**src/logic/rx_recovery_pkg.sv**
```systemverilog
// Purpose: shared constants and types for the serial receive data recovery block
// Assumes: 32-bit APB, byte addresses, one aligned word per register
// Notes: offsets and control layout are local choices
package rx_recovery_pkg;

    // register byte offsets
    localparam logic [7:0] OFF_DATA = 8'h00;
    localparam logic [7:0] OFF_STAT1 = 8'h04;
    localparam logic [7:0] OFF_STAT2 = 8'h08;
    localparam logic [7:0] OFF_CTRL = 8'h0c;
    localparam logic [7:0] OFF_BAUD = 8'h10;
    localparam logic [7:0] OFF_EVT = 8'h14;
    localparam logic [7:0] OFF_MASK = 8'h18;

    // field positions
    localparam int CTRL_RX_EN = 0;
    localparam int CTRL_IRQ_EN = 1;
    localparam int CTRL_NINE = 2;
    localparam int ST1_FULL = 0;
    localparam int ST1_FE = 1;
    localparam int ST1_NOISE = 2;
    localparam int ST1_NINTH = 3;
    localparam int ST2_RPF = 0;
    localparam int ST2_BKF = 1;
    localparam int EVT_CHAR = 0;
    localparam int EVT_NOISE = 1;
    localparam int EVT_FRAME = 2;
    localparam int EVT_W = 3;

    // reset values
    localparam logic [2:0] CTRL_RST = 3'h0;
    localparam logic [15:0] BAUD_RST = 16'h0043;
    localparam logic [EVT_W-1:0] MASK_RST = 3'h0;

    // oversample positions within one bit period (16 ticks per bit)
    localparam logic [4:0] RT_FIRST = 5'h01;
    localparam logic [4:0] RT_V1 = 5'h03;
    localparam logic [4:0] RT_V2 = 5'h05;
    localparam logic [4:0] RT_V3 = 5'h07;
    localparam logic [4:0] RT_D1 = 5'h08;
    localparam logic [4:0] RT_D2 = 5'h09;
    localparam logic [4:0] RT_D3 = 5'h0a;
    localparam logic [4:0] RT_LAST = 5'h10;
    localparam logic [4:0] RT_RESYNC_MAX = 5'h06;
    localparam logic [3:0] BITS_EIGHT = 4'h8;
    localparam logic [3:0] BITS_NINE = 4'h9;
    // idle character: ten bit periods of ones
    localparam logic [7:0] IDLE_TICKS = 8'ha0;

    typedef enum logic [3:0]
    {
        ST_SEARCH = 4'b0001,
        ST_START = 4'b0010,
        ST_DATA = 4'b0100,
        ST_STOP = 4'b1000
    } rx_state_t;

    typedef struct packed
    {
        logic [7:0] paddr;
        logic psel;
        logic penable;
        logic pwrite;
        logic [31:0] pwdata;
    } apb_req_t;

    typedef struct packed
    {
        logic [31:0] prdata;
        logic pready;
        logic pslverr;
    } apb_rsp_t;

    typedef struct packed
    {
        rx_state_t fsm;
        logic [15:0] div_cnt;
        logic [4:0] rt;
        logic [2:0] hist;
        logic [2:0] smp;
        logic [3:0] bitn;
        logic [8:0] shift;
        logic prev_bit;
        logic last_smp;
        logic all_zero;
        logic [7:0] idle_cnt;
        logic break_armed;
        logic bkf_seen;
        logic [7:0] data;
        logic ninth;
        logic full;
        logic fe;
        logic nf;
        logic break_flag;
        logic reception_active_flag;
        logic [2:0] ctrl;
        logic [15:0] baud;
        logic [EVT_W-1:0] evt;
        logic [EVT_W-1:0] mask;
        logic [31:0] rdata;
    } rx_regs_t;

endpackage

```
**src/logic/rx_recovery.sv**
```systemverilog
// Purpose: receive side of an async NRZ serial port with APB register access
// Assumes: rxd synchronous to pclk; APB slave with zero wait states
// Notes: all state lives in one struct, one comb and one flop process
`timescale 1ns/100ps
module rx_recovery
(
    // clock and reset
    input wire logic pclk,
    input wire logic presetn,
    // register bus
    input rx_recovery_pkg::apb_req_t apb_req,
    output rx_recovery_pkg::apb_rsp_t apb_rsp,
    // serial line and interrupt
    input wire logic rxd,
    output logic irq
);
    import rx_recovery_pkg::*;

    rx_regs_t s_r;
    rx_regs_t s_nxt;

    logic tick;
    logic [4:0] pos;
    logic [2:0] trio;
    logic maj;
    logic setup;
    logic access;
    logic addr_ok;
    logic [3:0] nbits;
    logic late_edge;
    logic evt_hit;

    function automatic logic majority(input logic [2:0] v);
        majority = (v[0] & v[1]) | (v[0] & v[2]) | (v[1] & v[2]);
    endfunction

    // true when the three samples are not unanimous
    function automatic logic disagree(input logic [2:0] v);
        disagree = (v != 3'h0) && (v != 3'h7);
    endfunction

    function automatic logic hit(input logic [7:0] a, input logic [7:0] off);
        hit = (a == off);
    endfunction

    // true at the three sample positions of a verify or data window
    function automatic logic at_sample(input logic [4:0] p, input logic [4:0] a,
        input logic [4:0] b, input logic [4:0] c);
        at_sample = (p == a) || (p == b) || (p == c);
    endfunction

    assign setup = apb_req.psel & ~apb_req.penable;
    assign access = apb_req.psel & apb_req.penable;
    assign trio = {s_r.smp[1:0], rxd};
    assign maj = majority(trio);
    // nine-bit mode adds one data bit before the stop bit
    assign nbits = s_r.ctrl[CTRL_NINE] ? BITS_NINE : BITS_EIGHT;
    // position of the sample taken at this tick
    assign pos = s_r.rt + 5'h01;
    // greater-or-equal so a divisor lowered below the running count cannot
    // stall the divider for a whole wrap of the counter
    assign tick = (s_r.div_cnt >= s_r.baud);
    // one-to-zero step early in a bit that follows a one: the sender runs late
    assign late_edge = s_r.prev_bit & s_r.last_smp & ~rxd & (pos <= RT_RESYNC_MAX);
    // events reach the interrupt line only through the mask
    assign evt_hit = |(s_r.evt & s_r.mask);

    // unmapped words answer with an error; writes to read-only words are dropped
    always_comb
    begin
        addr_ok = 1'b0;
        if (hit(apb_req.paddr, OFF_DATA))
            addr_ok = 1'b1;
        else if (hit(apb_req.paddr, OFF_STAT1))
            addr_ok = 1'b1;
        else if (hit(apb_req.paddr, OFF_STAT2))
            addr_ok = 1'b1;
        else if (hit(apb_req.paddr, OFF_CTRL))
            addr_ok = 1'b1;
        else if (hit(apb_req.paddr, OFF_BAUD))
            addr_ok = 1'b1;
        else if (hit(apb_req.paddr, OFF_EVT))
            addr_ok = 1'b1;
        else if (hit(apb_req.paddr, OFF_MASK))
            addr_ok = 1'b1;
    end

    always_comb
    begin
        s_nxt = s_r;

        // register bus: clears first so hardware sets below win
        if (setup)
        begin
            // latched in setup so the word stands through the access phase
            s_nxt.rdata = 32'h0;
            if (hit(apb_req.paddr, OFF_DATA))
                s_nxt.rdata[7:0] = s_r.data;
            else if (hit(apb_req.paddr, OFF_STAT1))
            begin
                s_nxt.rdata[ST1_FULL] = s_r.full;
                s_nxt.rdata[ST1_FE] = s_r.fe;
                s_nxt.rdata[ST1_NOISE] = s_r.nf;
                s_nxt.rdata[ST1_NINTH] = s_r.ninth;
            end
            else if (hit(apb_req.paddr, OFF_STAT2))
            begin
                s_nxt.rdata[ST2_RPF] = s_r.reception_active_flag;
                s_nxt.rdata[ST2_BKF] = s_r.break_flag;
            end
            else if (hit(apb_req.paddr, OFF_CTRL))
                s_nxt.rdata[2:0] = s_r.ctrl;
            else if (hit(apb_req.paddr, OFF_BAUD))
                s_nxt.rdata[15:0] = s_r.baud;
            else if (hit(apb_req.paddr, OFF_EVT))
                s_nxt.rdata[EVT_W-1:0] = s_r.evt;
            else if (hit(apb_req.paddr, OFF_MASK))
                s_nxt.rdata[EVT_W-1:0] = s_r.mask;
        end

        if (access && !apb_req.pwrite)
        begin
            if (hit(apb_req.paddr, OFF_STAT2) && s_r.break_flag)
                s_nxt.bkf_seen = 1'b1;
            else if (hit(apb_req.paddr, OFF_DATA))
            begin
                // reading the buffer acknowledges the character and its errors
                s_nxt.full = 1'b0;
                s_nxt.fe = 1'b0;
                s_nxt.nf = 1'b0;
                s_nxt.bkf_seen = 1'b0;
                if (s_r.bkf_seen)
                    s_nxt.break_flag = 1'b0;
            end
        end

        if (access && apb_req.pwrite)
        begin
            if (hit(apb_req.paddr, OFF_CTRL))
                s_nxt.ctrl = apb_req.pwdata[2:0];
            else if (hit(apb_req.paddr, OFF_BAUD))
                s_nxt.baud = apb_req.pwdata[15:0];
            else if (hit(apb_req.paddr, OFF_EVT))
                s_nxt.evt = s_r.evt & ~apb_req.pwdata[EVT_W-1:0];
            else if (hit(apb_req.paddr, OFF_MASK))
                s_nxt.mask = apb_req.pwdata[EVT_W-1:0];
        end

        // oversample tick divider
        s_nxt.div_cnt = tick ? 16'h0 : s_r.div_cnt + 16'h1;

        if (!s_r.ctrl[CTRL_RX_EN])
        begin
            // disabled receiver parks in search with the line history cleared
            s_nxt.fsm = ST_SEARCH;
            s_nxt.rt = 5'h0;
            s_nxt.hist = 3'h0;
            s_nxt.reception_active_flag = 1'b0;
            s_nxt.idle_cnt = 8'h0;
        end
        else if (tick)
        begin
            s_nxt.last_smp = rxd;
            if (rxd)
                s_nxt.break_armed = 1'b1;
            case (s_r.fsm)
                ST_SEARCH:
                begin
                    s_nxt.hist = {s_r.hist[1:0], rxd};
                    if (rxd)
                    begin
                        if (s_r.idle_cnt == IDLE_TICKS)
                            s_nxt.reception_active_flag = 1'b0;
                        else
                            s_nxt.idle_cnt = s_r.idle_cnt + 8'h1;
                    end
                    else
                        s_nxt.idle_cnt = 8'h0;
                    if (s_r.hist == 3'h7 && !rxd)
                    begin
                        s_nxt.fsm = ST_START;
                        s_nxt.rt = RT_FIRST;
                        s_nxt.reception_active_flag = 1'b1;
                        s_nxt.smp = 3'h0;
                    end
                end
                ST_START:
                begin
                    s_nxt.rt = pos;
                    if (at_sample(pos, RT_V1, RT_V2, RT_V3))
                        s_nxt.smp = trio;
                    if (pos == RT_V3)
                    begin
                        if (majority(trio))
                        begin
                            // false start: drop it and demand three ones again
                            s_nxt.fsm = ST_SEARCH;
                            s_nxt.rt = 5'h0;
                            s_nxt.hist = 3'h0;
                            s_nxt.reception_active_flag = 1'b0;
                        end
                        else if (trio != 3'h0)
                            s_nxt.nf = 1'b1;
                    end
                    if (pos == RT_LAST)
                    begin
                        // bit timing restarts from the end of the start bit
                        s_nxt.fsm = ST_DATA;
                        s_nxt.rt = 5'h0;
                        s_nxt.bitn = 4'h0;
                        s_nxt.all_zero = 1'b1;
                        s_nxt.prev_bit = 1'b0;
                    end
                end
                ST_DATA:
                begin
                    s_nxt.rt = pos;
                    if (at_sample(pos, RT_D1, RT_D2, RT_D3))
                        s_nxt.smp = trio;
                    if (pos == RT_D3)
                    begin
                        s_nxt.shift = {maj, s_r.shift[8:1]};
                        s_nxt.prev_bit = maj;
                        if (maj)
                            s_nxt.all_zero = 1'b0;
                        if (disagree(trio))
                            s_nxt.nf = 1'b1;
                    end
                    // only a late edge is pulled back; an early edge would
                    // need a bit skip and is left to the sample window
                    if (late_edge)
                        s_nxt.rt = RT_FIRST;
                    else if (pos == RT_LAST)
                    begin
                        s_nxt.rt = 5'h0;
                        s_nxt.bitn = s_r.bitn + 4'h1;
                        if (s_r.bitn + 4'h1 == nbits)
                            s_nxt.fsm = ST_STOP;
                    end
                end
                ST_STOP:
                begin
                    s_nxt.rt = pos;
                    if (at_sample(pos, RT_D1, RT_D2, RT_D3))
                        s_nxt.smp = trio;
                    if (pos == RT_D3)
                    begin
                        s_nxt.fsm = ST_SEARCH;
                        s_nxt.rt = 5'h0;
                        s_nxt.hist = 3'h0;
                        s_nxt.full = 1'b1;
                        s_nxt.evt[EVT_CHAR] = 1'b1;
                        if (disagree(trio))
                        begin
                            s_nxt.nf = 1'b1;
                            s_nxt.evt[EVT_NOISE] = 1'b1;
                        end
                        if (s_r.nf)
                            s_nxt.evt[EVT_NOISE] = 1'b1;
                        if (s_r.ctrl[CTRL_NINE])
                        begin
                            s_nxt.data = s_r.shift[7:0];
                            s_nxt.ninth = s_r.shift[8];
                        end
                        else
                        begin
                            // an eight-bit character carries no ninth bit
                            s_nxt.data = s_r.shift[8:1];
                            s_nxt.ninth = 1'b0;
                        end
                        if (!maj)
                        begin
                            s_nxt.fe = 1'b1;
                            s_nxt.evt[EVT_FRAME] = 1'b1;
                        end
                        if (!maj && s_r.all_zero)
                        begin
                            s_nxt.fe = 1'b1;
                            if (s_r.ctrl[CTRL_NINE])
                                s_nxt.ninth = 1'b0;
                            if (s_r.break_armed)
                            begin
                                s_nxt.break_flag = 1'b1;
                                s_nxt.bkf_seen = 1'b0;
                                // follows rxd on this tick: rearmed at once if rxd is already high
                                s_nxt.break_armed = rxd;
                            end
                        end
                    end
                end
                default:
                begin
                    s_nxt.fsm = ST_SEARCH;
                    s_nxt.rt = 5'h0;
                end
            endcase
        end
    end

    always_ff @(posedge pclk or negedge presetn)
    begin
        if (!presetn)
        begin
            s_r <= '0;
            s_r.fsm <= ST_SEARCH;
            s_r.ctrl <= CTRL_RST;
            s_r.baud <= BAUD_RST;
            s_r.mask <= MASK_RST;
            s_r.break_armed <= 1'b0;
            s_r.break_flag <= 1'b0;
        end
        else
            s_r <= s_nxt;
    end

    // break deliberately has no path to the interrupt
    assign irq = (s_r.full & s_r.ctrl[CTRL_IRQ_EN]) | evt_hit;
    assign apb_rsp.prdata = s_r.rdata;
    assign apb_rsp.pready = 1'b1;
    assign apb_rsp.pslverr = access & ~addr_ok;

endmodule

```
**config.mk**
```make
export PLATFORM = sky130hd
export DESIGN_NAME = rx_recovery
export DESIGN_NICKNAME = d
export VERILOG_FILES = /design/src/logic/rx_recovery_pkg.sv /design/src/logic/rx_recovery.sv
export SDC_FILE = /design/constraint.sdc
export NUM_CORES = 1
export LEC_CHECK = 0
export ABC_CLOCK_PERIOD_IN_PS = 5300
export BUFFER_PORTS_ARGS = -buffer_cell sky130_fd_sc_hd__buf_2
export CORE_MARGIN = 8
export CORE_UTILIZATION = 47
export CTS_CLUSTER_DIAMETER = 60
export DETAILED_ROUTE_END_ITERATION = 8
export PLACE_DENSITY = 0.65
export SLEW_MARGIN = 20
export SYNTH_ARGS = -nofsm -noshare
export SYNTH_HDL_FRONTEND = slang
export SYNTH_SLANG_ARGS = --single-unit
```
**constraint.sdc**
```tcl
create_clock -name pclk -period 5.3 [get_ports pclk]
set_clock_uncertainty 0.05 [all_clocks]
set_input_delay 0.265 -clock pclk [delete_from_list [all_inputs] [get_ports pclk]]
set_output_delay 0.265 -clock pclk [all_outputs]
set_load 0.05 [all_outputs]
```
== Word level (Yosys, flattened, before mapping) ==
Cells that the tools add are included.
Storage, ports and cells
  word-level logic and storage cells: 241
  input port bits: 46
  register bits after elaboration: 112
  output and inout port bits: 35
Operators by class
  $add $sub $neg: 4
  bitwise operators: 22
  reductions and logical operators: 34
  equal/unequal tests: 45
  $lt $le $gt $ge: 2
  mux-type cells: 109
Operators with widths (count)
  $mux W8: 10
  $mux W4: 17
  $mux W51: 1
  $mux W3: 14
  $mux W13: 3
  $mux W1: 37
  $mux W14: 2
  $ne A3 B3 Y1 const B: 9
  $eq A8 B5 Y1 const B: 3
  $reduce_and A6 Y1: 4
  $mux W5: 4
  $pmux W5 S4: 1
  $mux W6: 3
  $mux W9: 2
  $pmux W3 S3: 2
  $add A16 B1 Y16 const B: 1
  $eq A8 B4 Y1 const B: 2
  $ge A16 B16 Y1: 1
  $mux W16: 1
  $ne A4 B4 Y1 const B: 4
  $pmux W4 S4: 1
  $eq A5 B4 Y1 const B: 3
  $mux W15: 1
  $reduce_and A5 Y1: 3
  42 further kinds: 87

== Logic depth before layout (Yosys ltp) ==
  depth in word-level cells: 12
  gate-level depth with buffers: 11
  mapped depth without buffers: 9

== Worst setup path after synthesis ==
Ideal clock, no wire load.
  path type: register to register
  start point: register s_r[103] in the netlist's numbering
  end point: register s_r[124] in the netlist's numbering
  setup slack: 2684 ps
  period minus slack after synthesis: 2616 ps
  cell stages (with the launch flop): 10
  data required time: 5170 ps
  path buffers: 1
  arrival time: 2485 ps
  setup time: 80 ps
  path through: dfrtp_1 > ha_1 > buf_6 > nor4b_4 > a31oi_4 > nor2_8 > or4b_4 > a2111oi_4 > mux2i_1 > nand2_1
Between the ends
  cells in the longest elaborated chain, start to end: 6
  elaborated cells on any way between the ends: 16
  those cells by class: add/sub (1); order compare (1); eq/ne (8); mux (4); bitwise (1); reduce/logical (1)
RTL lines
  start, declared: line rx_recovery.sv:19  | rx_regs_t s_r;
  start signal, assigned: line rx_recovery.sv:313  | s_r <= s_nxt;
  $add A5 B1 Y5 *: line rx_recovery.sv:59  | assign pos = s_r.rt + 5'h01;
  branches (longest 5 deep; another with $le A5 B3 Y1)
Mark *: on every way between the ends. The select of a mux whose other input is x is not followed.
A chain may end at the register's enable or synchronous reset.

== Final worst setup path ==
Same ends and word-level chain as after synthesis.

==> results.json <==
{
  "place_area_um2": 6649,
  "cts_sinks": 111,
  "cts_made_buffers": 9,
  "rsz0062_at_grt": "no",
  "num_vias": 4925,
  "nets": 780,
  "wl_per_cell_um": 15.70,
  "finalHoldViolCount": 0,
  "cts_tree": "yes",
  "final-setup-viol-count": 0,
  "cts_setup_buffers": 0,
  "ys_types": 74,
  "mostFrequentLayoutCells": "dfrtp_1, nand2_1, o21ai_0, buf_2, nor2_1",
  "via_per_inst": 5.515,
  "dp_hpwl_um": 10480,
  "status": "complete, no violations",
  "syn_inst": 692,
  "yosysSeqAreaShare": 0.4290,
  "final_common_cell": "dfrtp_1",
  "power_leakage_nw": 3.230,
  "hp-class": "primary input to flip-flop",
  "drive_gt1_frac": 0.1585,
  "fin_util": 0.5073,
  "avgSynthCellArea_um2": 9.373,
  "ant_nets": 0,
  "endpoint_kind": "flip-flop",
  "grt_pass1_vias": 4887,
  "vdd_drop_max_mv": 0.1798,
  "netlist_area_um2": 6486,
  "cts_root_buffer": "clkbuf_16",
  "postLayoutCellArea_um2": 6933,
  "synth_edf_count": 0,
  "arrival_ns": 3.23,
  "io_buffers": 47,
  "relSlewSlack": 0.3791,
  "synth_ff_type": "dfrtp_1",
  "rows": 43,
  "die_h_um": 133.5,
  "diodes": 0,
  "clk_pin_slew_ns": 0.07,
  "post_cts_resized": 0,
  "cp-start-kind": "flip-flop",
  "cp_slowest_stage_delay_ns": 0.54,
  "cts_buffer_depth": 2,
  "async_flop_share": 1.000,
  "slew_viol_final": 0,
  "drt-total-wl_um": 14020,
  "start_util": 0.4746,
  "antenna_found_initial": 1,
  "fillCellCount": 1261,
  "ctsHtreeMaxLevel": 3,
  "core_um2": 13670,
  "die_area_um2": 17820,
  "syn_to_final_growth_pct": 6.887,
  "worst_pin_slew_ns": 0.9314,
  "max_freq_mhz": 330.6,
  "yosysTopAreaCellShare": 0.4128,
  "ys_top_cells_by_area": "dfrtp_1, o21ai_0, nand2_1, ha_1, buf_4",
  "crit_path_top_delay_cell": "dfrtp_1",
  "die_w_um": 133.5,
  "gr-total-overflow": 0,
  "yosysWarnings": 0,
  "powerDensity_nw_per_um2": 229.9,
  "clk_latency_ns": 0.36,
  "yosysTopAreaCell": "dfrtp_1",
  "required_ns": 5.50,
  "gp_congestion": 0.8304,
  "path_max_fanout": 10,
  "first_iter_violations": 408,
  "post-route-period-util": 0.5708,
  "path_class": "flip-flop to flip-flop",
  "tns_ns": 0,
  "grt_max_degree": 67,
  "synth-seq-cells": 111,
  "grt_usage": 0.1605,
  "drcViolationCount": 0,
  "maxCapViolCount": 0,
  "finalCriticalPeriod_ns": 3.025,
  "io_pins": 81,
  "drtPass1Iterations": 5,
  "grt_pass1_wl_um": 23540,
  "critical_path.cell_chain": "ha_1 > nand3_1 > xor2_2 > nor2_8 > or4b_4 > a2111oi_4 > mux2i_1 > nand2_1"
}
-- critical path, delay by kind of cell, from the launching register on --
kind / cells / cell delay, ns
AND/OR/NAND/NOR: 4 / 0.98
AO/OA/AOI/OAI: 1 / 0.45
XOR/XNOR: 1 / 0.22
flip-flops: 1 / 0.54
adder cells (fa/ha/maj): 1 / 0.46
multiplexers: 1 / 0.22
-- cells by family (layout without fill, tap and decap cells) --
group / Yosys count / in the layout / share of synthesized area
simple gates: 239 / 239 / 0.1941
compound gates: 166 / 166 / 0.1624
flops: 111 / 111 / 0.4290
buf+inv: 96 / 102 / 0.08179
mux: 35 / 35 / 0.05787
fa+ha+maj: 25 / 25 / 0.04823
xor+xnor: 18 / 18 / 0.02546
other cells: 2 / 17 / 0.001158
-- final cells by class --
| cell class | instances | area [µm²] | area share |
|---|---|---|---|
| inverter | 35 | 131.4 | 0.01895 |
| multi-input combinational | 500 | 3242 | 0.4676 |
| timing repair buffer | 52 | 277.8 | 0.04006 |
| sequential | 111 | 2783 | 0.4014 |
| clock buffer | 11 | 242.7 | 0.03501 |
| clock inverter | 4 | 31.28 | 0.004512 |
| tap | 180 | 225.2 | 0.03249 |
-- worst paths after layout --
check                            start  endpoint  slack [ns]  cells past startpoint
setup / recovery              s_r[103]  s_r[124]        2.27                      8
hold reg to reg                s_r[72]   s_r[71]        0.42                      1
hold / removal             apb_req[13]   s_r[51]        0.06                      3
setup reg to reg              s_r[103]  s_r[124]        2.27                      8
max in group asynchronous      presetn   s_r[50]        3.56                      3
min in group asynchronous      presetn  s_r[103]        0.39                      2
-- power breakdown --
part / switching (mW) / internal [mW]
registers: 0.00524 / 0.853
logic: 0.0761 / 0.0213
clock network: 0.306 / 0.332
-- flip-flops by register name (all words and copies together) (netlist names) --
signal / count
apb_rsp: 16
s_r: 95
-- timing repair --
| item | CTS | global route |
|---|---|---|
| endpoints found under the hold margin | 45 | 0 |
| hold buffers | 1 | 0 |
| endpoints found under the setup margin | 0 | 0 |
-- synthesized netlist by cell type, types with 3 or more instances --
library cell and n:
nand3_1 15, o21ai_0 83, inv_1 34, or3_1 6
xnor2_1 7, nor4b_1 6, xor2_1 10, nor4_2 3
a21o_1 5, mux2_2 20, a31oi_1 7, nand2b_1 11
dfrtp_1 107, ha_1 25, o21a_1 5, a21oi_1 17
nand3b_1 3, buf_1 3, clkbuf_1 12, mux2i_1 15
o31ai_1 4, a22oi_1 11, nand4_1 9, buf_2 7
nor2_1 42, buf_4 35, nand2_1 98, and3_1 14
nor3_1 9, dfstp_2 4, o22ai_1 5, buf_6 4
o221ai_1 3
-- metrics by stage --
stage | hold WS, ns | power [mW] | setup WS (ns) | std cells
floorplan | -0.08059 | 0.9427 | 2.684 | 707
global placement | 0.2517 | 0.9704 | 2.391 | 877
detailed placement | 0.2582 | 0.9722 | 2.341 | 877
CTS | 0.04371 | 1.615 | 2.322 | 893
global route | 0.06833 | 1.656 | 2.118 | 893
finish | 0.05810 | 1.594 | 2.275 | 893
-- layer usage --
layer	share of wire	GRT usage	wire, µm
met3	0.046	0.03087	645
met4	0.025	0.08110	353
met2	0.47	0.2608	6613
met1	0.46	0.1999	6390
met5	0.00093	0	13
(Power assumes the default switching activity.)
